File: src/inc/lrsc_cfg.svh
`ifndef LRSC_CFG_SVH
`define LRSC_CFG_SVH
// ----------------------------------------
// register byte offsets
// ----------------------------------------
`define LRSC_OFS_CMD       8'h00
`define LRSC_OFS_OPERAND   8'h04
`define LRSC_OFS_COUNT     8'h08
`define LRSC_OFS_IMM       8'h0C
`define LRSC_OFS_FLAGS     8'h10
`define LRSC_OFS_STATUS    8'h14
`define LRSC_OFS_EA        8'h18
`define LRSC_OFS_MEMDATA   8'h1C
// ----------------------------------------
// field positions
// ----------------------------------------
`define LRSC_CMD_OP_LSB    0
`define LRSC_CMD_REG_LSB   8
`define LRSC_CMD_MEM_BIT   11
`define LRSC_STS_BUSY_BIT  0
`define LRSC_STS_ERR_BIT   1
`define LRSC_FLAG_CF       0
`define LRSC_FLAG_PF       2
`define LRSC_FLAG_ZF       6
`define LRSC_FLAG_SF       7
`define LRSC_FLAG_OF       11
// ----------------------------------------
// reset values and masks
// ----------------------------------------
`define LRSC_FLAGS_RST     16'h0000
`define LRSC_FLAGS_MASK    16'h0FD5
`define LRSC_CNT_MASK      8'h1F
// ----------------------------------------
// opcodes
// ----------------------------------------
`define LRSC_OP_ONE_B      8'hD0
`define LRSC_OP_ONE_W      8'hD1
`define LRSC_OP_CL_B       8'hD2
`define LRSC_OP_CL_W       8'hD3
`define LRSC_OP_IMM_B      8'hC0
`define LRSC_OP_IMM_W      8'hC1
`define LRSC_OP_STC        8'hF9
`define LRSC_SHR_REGF      3'h5
// ----------------------------------------
// cycle counts
// ----------------------------------------
`define LRSC_LAT_ONE_REG   6'h02
`define LRSC_LAT_ONE_MEM   6'h0F
`define LRSC_LAT_MUL_REG   6'h05
`define LRSC_LAT_MUL_MEM   6'h11
`define LRSC_LAT_STC       6'h02
// ----------------------------------------
// bus responses
// ----------------------------------------
`define LRSC_RESP_OKAY     2'h0
`define LRSC_RESP_SLVERR   2'h2
`endif

File: src/inc/lrsc_pkg.sv
package lrsc_pkg;
  typedef enum logic {LRSC_IDLE, LRSC_RUN} lrsc_state_t;
  typedef struct packed {
    logic [7:0] opcode;
    logic [2:0] regf;
    logic       mem;
  } lrsc_cmd_t;
endpackage

File: src/rtl/lrsc_mem.sv
`timescale 1ns/10ps
module lrsc_mem #(
  parameter int AW = 4,
  parameter int DW = 16
) (
  // clock and control
  input  wire logic          clk_i,
  input  wire logic          rst_i,
  input  wire logic          ce_i,
  // single port
  input  wire logic          we_i,
  input  wire logic [AW-1:0] addr_i,
  input  wire logic [DW-1:0] wdata_i,
  output logic      [DW-1:0] rdata_o
);
  logic [DW-1:0] mem_q [2**AW];
  logic [DW-1:0] rdata_q;
  logic [DW-1:0] rdata_d;

  // write-through so a read right after writeback sees the new word
  always_comb begin
    rdata_d = we_i ? wdata_i : mem_q[addr_i];
  end

  always_ff @(posedge clk_i or posedge rst_i) begin
    if (rst_i) begin
      rdata_q <= '0;
    end else if (ce_i) begin
      rdata_q <= rdata_d;
    end
  end

  always_ff @(posedge clk_i) begin
    if (ce_i && we_i) begin
      mem_q[addr_i] <= wdata_i;
    end
  end

  assign rdata_o = rdata_q;
endmodule

File: src/rtl/lrsc_top.sv
`timescale 1ns/10ps
`include "lrsc_cfg.svh"
// ----------------------------------------
// Overview of operation
// - Single-shift opcodes D0 and D1 with reg field 5 shift the operand right by one position.
// - Opcodes D2 and D3 with reg field 5 take the count from the low byte of the count register.
// - Opcodes C0 and C1 with reg field 5 take the count from the immediate byte after the operand.
// - A single shift lasts 2 cycles on a register operand and 15 on a memory operand.
// - A shift by n lasts 5 plus n cycles on a register and 17 plus n cycles on memory.
// - Each step fills the top bit with zero, an unsigned halving.
// - Each step moves the low bit into carry, so carry ends holding the last bit out.
// - The count is cut to its low five bits, so no shift exceeds 31 positions.
// - The count comes from the immediate or the count register as the opcode selects.
// - A zero count leaves every flag alone; other counts update carry, sign, zero and parity, and only a count of one also updates overflow.
// - Opcode F9 sets carry, takes no operand and lasts 2 cycles.
// - Setting carry forces flag bit 0 high and leaves every other flag unchanged.
// ----------------------------------------
module lrsc_top #(
  parameter int MEM_AW = 4
) (
  // clock, reset, enable
  input  wire logic        CLK_I,
  input  wire logic        SYS_RST_I,
  input  wire logic        CE_I,
  // axi4-lite write
  input  wire logic [7:0]  S_AXI_AWADDR_I,
  input  wire logic        S_AXI_AWVALID_I,
  output logic             S_AXI_AWREADY_O,
  input  wire logic [31:0] S_AXI_WDATA_I,
  input  wire logic [3:0]  S_AXI_WSTRB_I,
  input  wire logic        S_AXI_WVALID_I,
  output logic             S_AXI_WREADY_O,
  output logic [1:0]       S_AXI_BRESP_O,
  output logic             S_AXI_BVALID_O,
  input  wire logic        S_AXI_BREADY_I,
  // axi4-lite read
  input  wire logic [7:0]  S_AXI_ARADDR_I,
  input  wire logic        S_AXI_ARVALID_I,
  output logic             S_AXI_ARREADY_O,
  output logic [31:0]      S_AXI_RDATA_O,
  output logic [1:0]       S_AXI_RRESP_O,
  output logic             S_AXI_RVALID_O,
  input  wire logic        S_AXI_RREADY_I,
  // status
  output logic             BUSY_O,
  output logic             CARRY_O
);
  import lrsc_pkg::*;

  generate
    if (MEM_AW < 1 || MEM_AW > 8) begin : g_bad_aw
      $error("MEM_AW must lie between 1 and 8");
    end
  endgenerate

  function automatic logic [31:0] wmerge(input logic [31:0] old, input logic [31:0] nw, input logic [3:0] be);
    for (int i = 0; i < 4; i++) begin
      wmerge[8*i +: 8] = be[i] ? nw[8*i +: 8] : old[8*i +: 8];
    end
  endfunction

  // ----------------------------------------
  // bus channels
  // ----------------------------------------
  logic              aw_have_q, aw_have_d, w_have_q, w_have_d;
  logic [7:0]        awaddr_q, awaddr_d;
  logic [31:0]       wdata_q, wdata_d;
  logic [3:0]        wstrb_q, wstrb_d;
  logic              awready_q, awready_d, wready_q, wready_d;
  logic              bvalid_q, bvalid_d, arready_q, arready_d, rvalid_q, rvalid_d;
  logic [1:0]        bresp_q, bresp_d, rresp_q, rresp_d;
  logic [31:0]       rdata_q, rdata_d, rd_mux;
  logic              wr_go, rd_go, wr_hit, rd_hit;

  // ----------------------------------------
  // registers and execution
  // ----------------------------------------
  lrsc_state_t       st_q, st_d;
  lrsc_cmd_t         cmd_q, cmd_d, nc;
  logic [15:0]       operand_q, operand_d, flags_q, flags_d, opnd_q, opnd_d;
  logic [7:0]        count_low_q, count_low_d, imm_q, imm_d;
  logic [MEM_AW-1:0] ea_q, ea_d, ea_x_q, ea_x_d;
  logic              err_q, err_d, busy_q, busy_d, cout_q, cout_d, omsb_q, omsb_d;
  logic [5:0]        cyc_q, cyc_d, lat_new;
  logic [4:0]        steps_q, steps_d, n_q, n_d, n_new, cl_cnt, imm_cnt;
  logic              start, commit, step, single, by_cl, by_imm, is_stc, legal;
  logic              mem_we;
  logic [MEM_AW-1:0] mem_addr;
  logic [15:0]       mem_wdata, mem_rdata;

  assign cl_cnt  = 5'(count_low_q & `LRSC_CNT_MASK);
  assign imm_cnt = 5'(imm_q & `LRSC_CNT_MASK);
  assign commit  = (st_q == LRSC_RUN) && (cyc_q == 6'h01);
  assign step    = (st_q == LRSC_RUN) && (steps_q != 5'h00);

  always_comb begin
    wr_hit = 1'b1;
    case (awaddr_q)
      `LRSC_OFS_CMD, `LRSC_OFS_OPERAND, `LRSC_OFS_COUNT, `LRSC_OFS_IMM,
      `LRSC_OFS_FLAGS, `LRSC_OFS_STATUS, `LRSC_OFS_EA, `LRSC_OFS_MEMDATA: wr_hit = 1'b1;
      default: wr_hit = 1'b0;
    endcase
    rd_hit = 1'b1;
    rd_mux = 32'h0000_0000;
    case (S_AXI_ARADDR_I)
      `LRSC_OFS_CMD:     rd_mux = {20'h00000, cmd_q.mem, cmd_q.regf, cmd_q.opcode};
      `LRSC_OFS_OPERAND: rd_mux = {16'h0000, operand_q};
      `LRSC_OFS_COUNT:   rd_mux = {24'h000000, count_low_q};
      `LRSC_OFS_IMM:     rd_mux = {24'h000000, imm_q};
      `LRSC_OFS_FLAGS:   rd_mux = {16'h0000, flags_q};
      `LRSC_OFS_STATUS:  rd_mux = {30'h0, err_q, busy_q};
      `LRSC_OFS_EA:      rd_mux = 32'(ea_q);
      `LRSC_OFS_MEMDATA: rd_mux = {16'h0000, mem_rdata};
      default:           rd_hit = 1'b0;
    endcase
  end

  always_comb begin
    wr_go     = aw_have_q & w_have_q & ~bvalid_q;
    rd_go     = S_AXI_ARVALID_I & arready_q;
    aw_have_d = aw_have_q;
    awaddr_d  = awaddr_q;
    w_have_d  = w_have_q;
    wdata_d   = wdata_q;
    wstrb_d   = wstrb_q;
    if (S_AXI_AWVALID_I & awready_q) begin
      aw_have_d = 1'b1;
      awaddr_d  = S_AXI_AWADDR_I;
    end
    if (S_AXI_WVALID_I & wready_q) begin
      w_have_d = 1'b1;
      wdata_d  = S_AXI_WDATA_I;
      wstrb_d  = S_AXI_WSTRB_I;
    end
    if (wr_go) begin
      aw_have_d = 1'b0;
      w_have_d  = 1'b0;
    end
    bvalid_d  = bvalid_q ? ~S_AXI_BREADY_I : wr_go;
    bresp_d   = wr_go ? (wr_hit ? `LRSC_RESP_OKAY : `LRSC_RESP_SLVERR) : bresp_q;
    awready_d = ~aw_have_d & ~bvalid_d;
    wready_d  = ~w_have_d & ~bvalid_d;
    rvalid_d  = rvalid_q ? ~S_AXI_RREADY_I : rd_go;
    arready_d = ~rvalid_d;
    rdata_d   = rd_go ? rd_mux : rdata_q;
    rresp_d   = rd_go ? (rd_hit ? `LRSC_RESP_OKAY : `LRSC_RESP_SLVERR) : rresp_q;
  end

  always_ff @(posedge CLK_I or posedge SYS_RST_I) begin
    if (SYS_RST_I) begin
      aw_have_q <= 1'b0;
      awaddr_q  <= 8'h00;
      w_have_q  <= 1'b0;
      wdata_q   <= 32'h0000_0000;
      wstrb_q   <= 4'h0;
      awready_q <= 1'b0;
      wready_q  <= 1'b0;
      bvalid_q  <= 1'b0;
      bresp_q   <= 2'h0;
      arready_q <= 1'b0;
      rvalid_q  <= 1'b0;
      rdata_q   <= 32'h0000_0000;
      rresp_q   <= 2'h0;
    end else if (CE_I) begin
      aw_have_q <= aw_have_d;
      awaddr_q  <= awaddr_d;
      w_have_q  <= w_have_d;
      wdata_q   <= wdata_d;
      wstrb_q   <= wstrb_d;
      awready_q <= awready_d;
      wready_q  <= wready_d;
      bvalid_q  <= bvalid_d;
      bresp_q   <= bresp_d;
      arready_q <= arready_d;
      rvalid_q  <= rvalid_d;
      rdata_q   <= rdata_d;
      rresp_q   <= rresp_d;
    end
  end

  // decode of a command word being written
  always_comb begin
    nc.opcode = wdata_q[`LRSC_CMD_OP_LSB +: 8];
    nc.regf   = wdata_q[`LRSC_CMD_REG_LSB +: 3];
    nc.mem    = wdata_q[`LRSC_CMD_MEM_BIT];
    single    = nc.opcode inside {`LRSC_OP_ONE_B, `LRSC_OP_ONE_W};
    by_cl     = nc.opcode inside {`LRSC_OP_CL_B, `LRSC_OP_CL_W};
    by_imm    = nc.opcode inside {`LRSC_OP_IMM_B, `LRSC_OP_IMM_W};
    is_stc    = nc.opcode == `LRSC_OP_STC;
    legal     = is_stc || ((single || by_cl || by_imm) && nc.regf == `LRSC_SHR_REGF);
    if (is_stc) begin
      nc.mem = 1'b0;
    end
    // count source picked by opcode
    n_new = is_stc ? 5'h00 : single ? 5'h01 : by_cl ? cl_cnt : imm_cnt;
    if (is_stc) begin
      lat_new = `LRSC_LAT_STC;
    end else if (single) begin
      lat_new = nc.mem ? `LRSC_LAT_ONE_MEM : `LRSC_LAT_ONE_REG;
    end else begin
      lat_new = (nc.mem ? `LRSC_LAT_MUL_MEM : `LRSC_LAT_MUL_REG) + {1'b0, n_new};
    end
  end

  always_comb begin
    st_d        = st_q;
    cmd_d       = cmd_q;
    operand_d   = operand_q;
    flags_d     = flags_q;
    count_low_d = count_low_q;
    imm_d       = imm_q;
    ea_d        = ea_q;
    ea_x_d      = ea_x_q;
    err_d       = err_q;
    cyc_d       = cyc_q;
    steps_d     = steps_q;
    n_d         = n_q;
    opnd_d      = opnd_q;
    cout_d      = cout_q;
    omsb_d      = omsb_q;
    start       = 1'b0;
    mem_we      = 1'b0;
    mem_addr    = ea_q;
    mem_wdata   = opnd_q;
    if (wr_go) begin
      unique case (awaddr_q)
        `LRSC_OFS_CMD: begin
          // a command while busy is dropped; status shows busy
          if (st_q == LRSC_IDLE && legal) begin
            start = 1'b1;
          end else if (st_q == LRSC_IDLE) begin
            err_d = 1'b1;
          end
        end
        `LRSC_OFS_OPERAND: operand_d = 16'(wmerge({16'h0000, operand_q}, wdata_q, wstrb_q));
        `LRSC_OFS_COUNT:   count_low_d = wstrb_q[0] ? wdata_q[7:0] : count_low_q;
        `LRSC_OFS_IMM:     imm_d = wstrb_q[0] ? wdata_q[7:0] : imm_q;
        `LRSC_OFS_FLAGS:   flags_d = 16'(wmerge({16'h0000, flags_q}, wdata_q, wstrb_q)) & `LRSC_FLAGS_MASK;
        `LRSC_OFS_EA:      ea_d = wstrb_q[0] ? wdata_q[MEM_AW-1:0] : ea_q;
        `LRSC_OFS_MEMDATA: begin
          // the engine owns the port while it runs
          if (st_q == LRSC_IDLE) begin
            mem_we    = 1'b1;
            mem_wdata = wdata_q[15:0];
          end
        end
        default: ;
      endcase
    end
    if (start) begin
      st_d    = LRSC_RUN;
      cmd_d   = nc;
      err_d   = 1'b0;
      cyc_d   = lat_new;
      n_d     = n_new;
      steps_d = n_new;
      ea_x_d  = ea_q;
      opnd_d  = nc.mem ? mem_rdata : operand_q;
      omsb_d  = nc.opcode[0] ? opnd_d[15] : opnd_d[7];
    end
    if (st_q == LRSC_RUN) begin
      cyc_d = cyc_q - 6'h01;
      if (step) begin
        cout_d  = opnd_q[0];
        // zero enters at the top of the active width
        opnd_d  = cmd_q.opcode[0] ? {1'b0, opnd_q[15:1]} : {opnd_q[15:8], 1'b0, opnd_q[7:1]};
        steps_d = steps_q - 5'h01;
      end
      if (commit) begin
        st_d = LRSC_IDLE;
        // engine update wins over a software flag write in the same cycle
        flags_d = flags_q;
        if (cmd_q.opcode == `LRSC_OP_STC) begin
          flags_d[`LRSC_FLAG_CF] = 1'b1;
        end else begin
          if (n_q != 5'h00) begin
            flags_d[`LRSC_FLAG_CF] = cout_q;
            flags_d[`LRSC_FLAG_SF] = cmd_q.opcode[0] ? opnd_q[15] : opnd_q[7];
            flags_d[`LRSC_FLAG_ZF] = cmd_q.opcode[0] ? (opnd_q == 16'h0000) : (opnd_q[7:0] == 8'h00);
            flags_d[`LRSC_FLAG_PF] = ~^opnd_q[7:0];
            if (n_q == 5'h01) begin
              flags_d[`LRSC_FLAG_OF] = omsb_q;
            end
          end
          if (cmd_q.mem) begin
            mem_we    = 1'b1;
            mem_addr  = ea_x_q;
            mem_wdata = opnd_q;
          end else begin
            operand_d = opnd_q;
          end
        end
      end
    end
    busy_d = st_d == LRSC_RUN;
  end

  always_ff @(posedge CLK_I or posedge SYS_RST_I) begin
    if (SYS_RST_I) begin
      st_q        <= LRSC_IDLE;
      cmd_q       <= '0;
      operand_q   <= 16'h0000;
      flags_q     <= `LRSC_FLAGS_RST;
      count_low_q <= 8'h00;
      imm_q       <= 8'h00;
      ea_q        <= '0;
      ea_x_q      <= '0;
      err_q       <= 1'b0;
      busy_q      <= 1'b0;
      cyc_q       <= 6'h00;
      steps_q     <= 5'h00;
      n_q         <= 5'h00;
      opnd_q      <= 16'h0000;
      cout_q      <= 1'b0;
      omsb_q      <= 1'b0;
    end else if (CE_I) begin
      st_q        <= st_d;
      cmd_q       <= cmd_d;
      operand_q   <= operand_d;
      flags_q     <= flags_d;
      count_low_q <= count_low_d;
      imm_q       <= imm_d;
      ea_q        <= ea_d;
      ea_x_q      <= ea_x_d;
      err_q       <= err_d;
      busy_q      <= busy_d;
      cyc_q       <= cyc_d;
      steps_q     <= steps_d;
      n_q         <= n_d;
      opnd_q      <= opnd_d;
      cout_q      <= cout_d;
      omsb_q      <= omsb_d;
    end
  end

  lrsc_mem #(
    .AW (MEM_AW),
    .DW (16)
  ) u_mem (
    .clk_i   (CLK_I),
    .rst_i   (SYS_RST_I),
    .ce_i    (CE_I),
    .we_i    (mem_we),
    .addr_i  (mem_addr),
    .wdata_i (mem_wdata),
    .rdata_o (mem_rdata)
  );

  assign S_AXI_AWREADY_O = awready_q;
  assign S_AXI_WREADY_O  = wready_q;
  assign S_AXI_BRESP_O   = bresp_q;
  assign S_AXI_BVALID_O  = bvalid_q;
  assign S_AXI_ARREADY_O = arready_q;
  assign S_AXI_RDATA_O   = rdata_q;
  assign S_AXI_RRESP_O   = rresp_q;
  assign S_AXI_RVALID_O  = rvalid_q;
  assign BUSY_O          = busy_q;
  assign CARRY_O         = flags_q[`LRSC_FLAG_CF];

  // ----------------------------------------
  // checks
  // ----------------------------------------
  logic [5:0] meas_q;
  always_ff @(posedge CLK_I or posedge SYS_RST_I) begin
    if (SYS_RST_I) begin
      meas_q <= 6'h00;
    end else if (CE_I) begin
      meas_q <= start ? 6'h01 : (st_q == LRSC_RUN) ? 6'(meas_q + 6'h01) : meas_q;
    end
  end
endmodule

File: config.mk
export PLATFORM = sky130hd
export DESIGN_NAME = lrsc_top
export DESIGN_NICKNAME = d
export VERILOG_FILES = /design/src/inc/lrsc_pkg.sv /design/src/rtl/lrsc_mem.sv /design/src/rtl/lrsc_top.sv
export VERILOG_INCLUDE_DIRS = /design/src /design/src/inc
export SDC_FILE = /design/constraint.sdc
export NUM_CORES = 1
export LEC_CHECK = 0
export ABC_AREA = 0
export BUFFER_PORTS_ARGS = -buffer_cell sky130_fd_sc_hd__buf_4
export CAP_MARGIN = 5
export CELL_PAD_IN_SITES_DETAIL_PLACEMENT = 0
export CELL_PAD_IN_SITES_GLOBAL_PLACEMENT = 1
export CORE_ASPECT_RATIO = 0.9
export CORE_MARGIN = 8
export CORE_UTILIZATION = 50
export DETAILED_ROUTE_END_ITERATION = 12
export GPL_ROUTABILITY_DRIVEN = 0
export PLACE_DENSITY_LB_ADDON = 0.1
export SKIP_LAST_GASP = 1
export SYNTH_ARGS = -nofsm -noshare
export SYNTH_HDL_FRONTEND = slang
export SYNTH_SLANG_ARGS = --single-unit
File: constraint.sdc
create_clock -name CLK_I -period 8.6 [get_ports CLK_I]
set_clock_uncertainty 0.2 [all_clocks]
set_input_delay 1.72 -clock CLK_I [delete_from_list [all_inputs] [get_ports CLK_I]]
set_output_delay 1.72 -clock CLK_I [all_outputs]
set_load 0.05 [all_outputs]
==> results.ini <==
[outcome]
status=complete, no violations

[min_path]
whs_path_depth=1
worstHoldPathType=flop to flop
hp-start=S_AXI_RDATA_O[3]$_DFFE_PP0P_
holdPathEnd=S_AXI_RDATA_O[3]$_DFFE_PP0P_

[route]
viasPerCell=6.03
maxUsedRoutingLayer=met4
drc=0
dr_total_vias=12900
wl_met3_um=4870
met2WireLength_um=22600
drtAntennaViolNets=0
wl_met1_um=23900
wirelength_um=52500
firstDrtPassIters=5
drtIter0Drc=1463
avgRoutedWirePerCell_um=24.6

[finish]
final_cell_mix=nand2_1 (268), edfxtp_1 (256), dfrtp_1 (171)
nets=1687
num_antenna_cells=0
fin_util=0.574
drive_gt1_frac=0.175
area_growth_pct=13.8
final_common_cell=nand2_1

[grt]
antenna_found_initial=1
grt.total_usage=0.238
grt_pass1_vias=12400
grt_overflow=0
grt_pass1_wl_um=78400
grt_max_degree=75

[power_and_ir_drop]
p_per_area_mw_per_mm2=238
leakagePower_nw=8.66
ir_drop_mv=0.215
total_power_mw=5.06

[critical_path]
crit_fanout=49
crit_path_frequent_cell=buf_4
crit_slowest_cell=mux2_2
setup.worst_path.end_class=flop
worst-setup-path-type=flop to flop
crit_path_max_incr_delay_ns=0.77
cp-start-kind=flop
critical-path-top-delay-family=buffers and inverters
critPathBufInv=2
rr_worst_depth=7
path_cells=nand4b_4 > o2111ai_4 > mux2_2 > buf_4 > nand2_1 > nor2_2 > buf_4
cp.arrival_ns=4.39
r2r_end=u_mem.mem_q[15][9]$_DFFE_PP_
regToRegSetupSlack_ns=4.25
required_ns=8.64
r2r_start=cmd_q[4]$_DFFE_PP0P_

[timing]
timing.final.hold_violations=0
finalSetupTns_ns=0
drv_slew=0
clock.fmax_mhz=230
worstMarginPinSlew_ns=1.22
rsz0062_at_grt=false
slew_headroom=0.185
period_minus_slack_ns=4.35
setup_viol=0
min_period_over_period=0.506

[placed_design]
dp_hpwl_um=33100
io_buffers=66

[yosys]
ys_seq_area_frac=0.642
synthArstFlopShare=0.400
ys_ff_latch=427
postSynthCellCount=1547
yosys.area_share.adder=0.00671
synth_edf_count=256
yosys_warnings=0
synth_mux_area_frac=0.0817
yosysUniqueCellTypes=71
syn_area_per_cell_um2=12.0
synth_compound_area_frac=0.121
synth_area_mm2=0.0186
synth_flop_cell=edfxtp_1
synth-simple-area-share=0.112
synth_top_family_by_area=compound AO/OA/AOI/OAI gates
synth_xor_area_frac=0.00282

[floorplanning]
initial_core_util=0.504
rows=67
core-area_mm2=0.0370
die_area_mm2=0.0437
die_x_um=220
fp.dieH_um=199
pin_count=103

[clocking]
clk_pin_slew_worst_paths_ns=0.06
clockRootBuffer=clkbuf_16
numCtsBuffers=45
cts_sinks=427
cts_buffer_depth=3
cts_tree=built
cts-htree-levels=2
hold_buffers=0
clock_latency_ns=0.57
cts_resized=0
post_cts_buffers=0

[flow_run]
maxCapViolations=0

-- worst reg2reg max path, stage by stage (launching register included) --
cell	delay (ns)
dfrtp_1	0.65
nand4b_4	0.22
o2111ai_4	0.42
mux2_2	0.78
buf_4	0.63
nand2_1	0.27
nor2_2	0.47
buf_4	0.37
-- cells in the mapped netlist (10+ instances only) --
cell type	instances	share of area
mux2i_1	61	0.033
edfxtp_1	256	0.41
nand2_1	268	0.054
nand3_1	18	0.0048
o21ai_0	59	0.016
a222oi_1	12	0.0064
o22ai_1	54	0.018
nor4_1	23	0.0077
clkbuf_1	34	0.0068
mux2_2	81	0.049
a31oi_1	15	0.0050
ha_1	10	0.0067
inv_1	23	0.0046
a21o_1	12	0.0048
buf_4	24	0.0097
dfrtp_1	171	0.23
nor2_1	72	0.014
nand2b_1	12	0.0040
a21oi_1	155	0.042
nor3_1	27	0.0072
buf_2	36	0.0097
-- flip-flops by register name (all words and copies together), names as in the netlist, 2 cells and up --
name / flops
u_mem.mem_q: 256
S_AXI_RDATA_O: 16
flags_q: 16
operand_q: 16
opnd_q: 16
u_mem.rdata_o: 16
wdata_q: 16
cmd_q: 12
awaddr_q: 8
count_low_q: 8
imm_q: 8
cyc_q: 6
n_q: 5
steps_q: 5
ea_q: 4
ea_x_q: 4
wstrb_q: 2
-- cell type report --
type / count / area (um^2)
fillers: 3034 / 15800
flip-flops and latches: 427 / 12000
multi-input cells: 1011 / 6200
clock buffers: 60 / 1230
repair buffers: 107 / 803
well taps: 483 / 604
clock inverters: 24 / 313
inverters: 25 / 98.8
-- worst max-delay path by stage --
stage | from | end | cells after the start
floorplan | SYS_RST_I | BUSY_O$_DFFE_PP0P_ | 1
global route | cmd_q[4]$_DFFE_PP0P_ | u_mem.rdata_o[2]$_DFFE_PP0P_ | 8
detailed placement | CE_I | flags_q[4]$_DFFE_PP0P_ | 6
finish | cmd_q[4]$_DFFE_PP0P_ | u_mem.mem_q[15][9]$_DFFE_PP_ | 7
CTS | cyc_q[1]$_DFFE_PP0P_ | u_mem.mem_q[7][5]$_DFFE_PP_ | 9
global placement | CE_I | flags_q[4]$_DFFE_PP0P_ | 6
-- cell families (layout without fill, tap and decap cells) --
group	count (synthesis)	in the layout
compound gates	370	370
xor+xnor	6	6
fa+ha+maj	10	10
buf+inv	126	216
flops	427	427
mux	142	142
other cells	1	18
simple gates	465	465
-- routing by layer --
| layer | up-vias | track usage |
|---|---|---|
| met5 | - | 0 |
| met2 | 582 | 0.346 |
| met4 | 0 | 0.0548 |
| met1 | 6404 | 0.362 |
| met3 | 77 | 0.0513 |
| li1 | 5827 | - |
-- report_power, final --
part	total, mW	internal [mW]	switching (mW)	leakage (nW)
registers	2.48	2.28	0.201	4.76
logic	0.543	0.210	0.333	3.13
clock network	2.03	1.22	0.808	0.765
total	5.06	3.72	1.34	8.66
-- metrics by stage --
stage	worst slack [ns]	area [um^2]	cells	hold slack (ns)
after detailed placement	3.94	19700	2053	0.269
after global routing	3.98	21200	2137	0.298
after floorplan	2.05	18700	1564	0.250
final	4.25	21200	2137	0.275
after global placement	3.93	19700	2053	0.263
after CTS	4.25	21200	2137	0.283
Power figures use the tool's default switching activity.
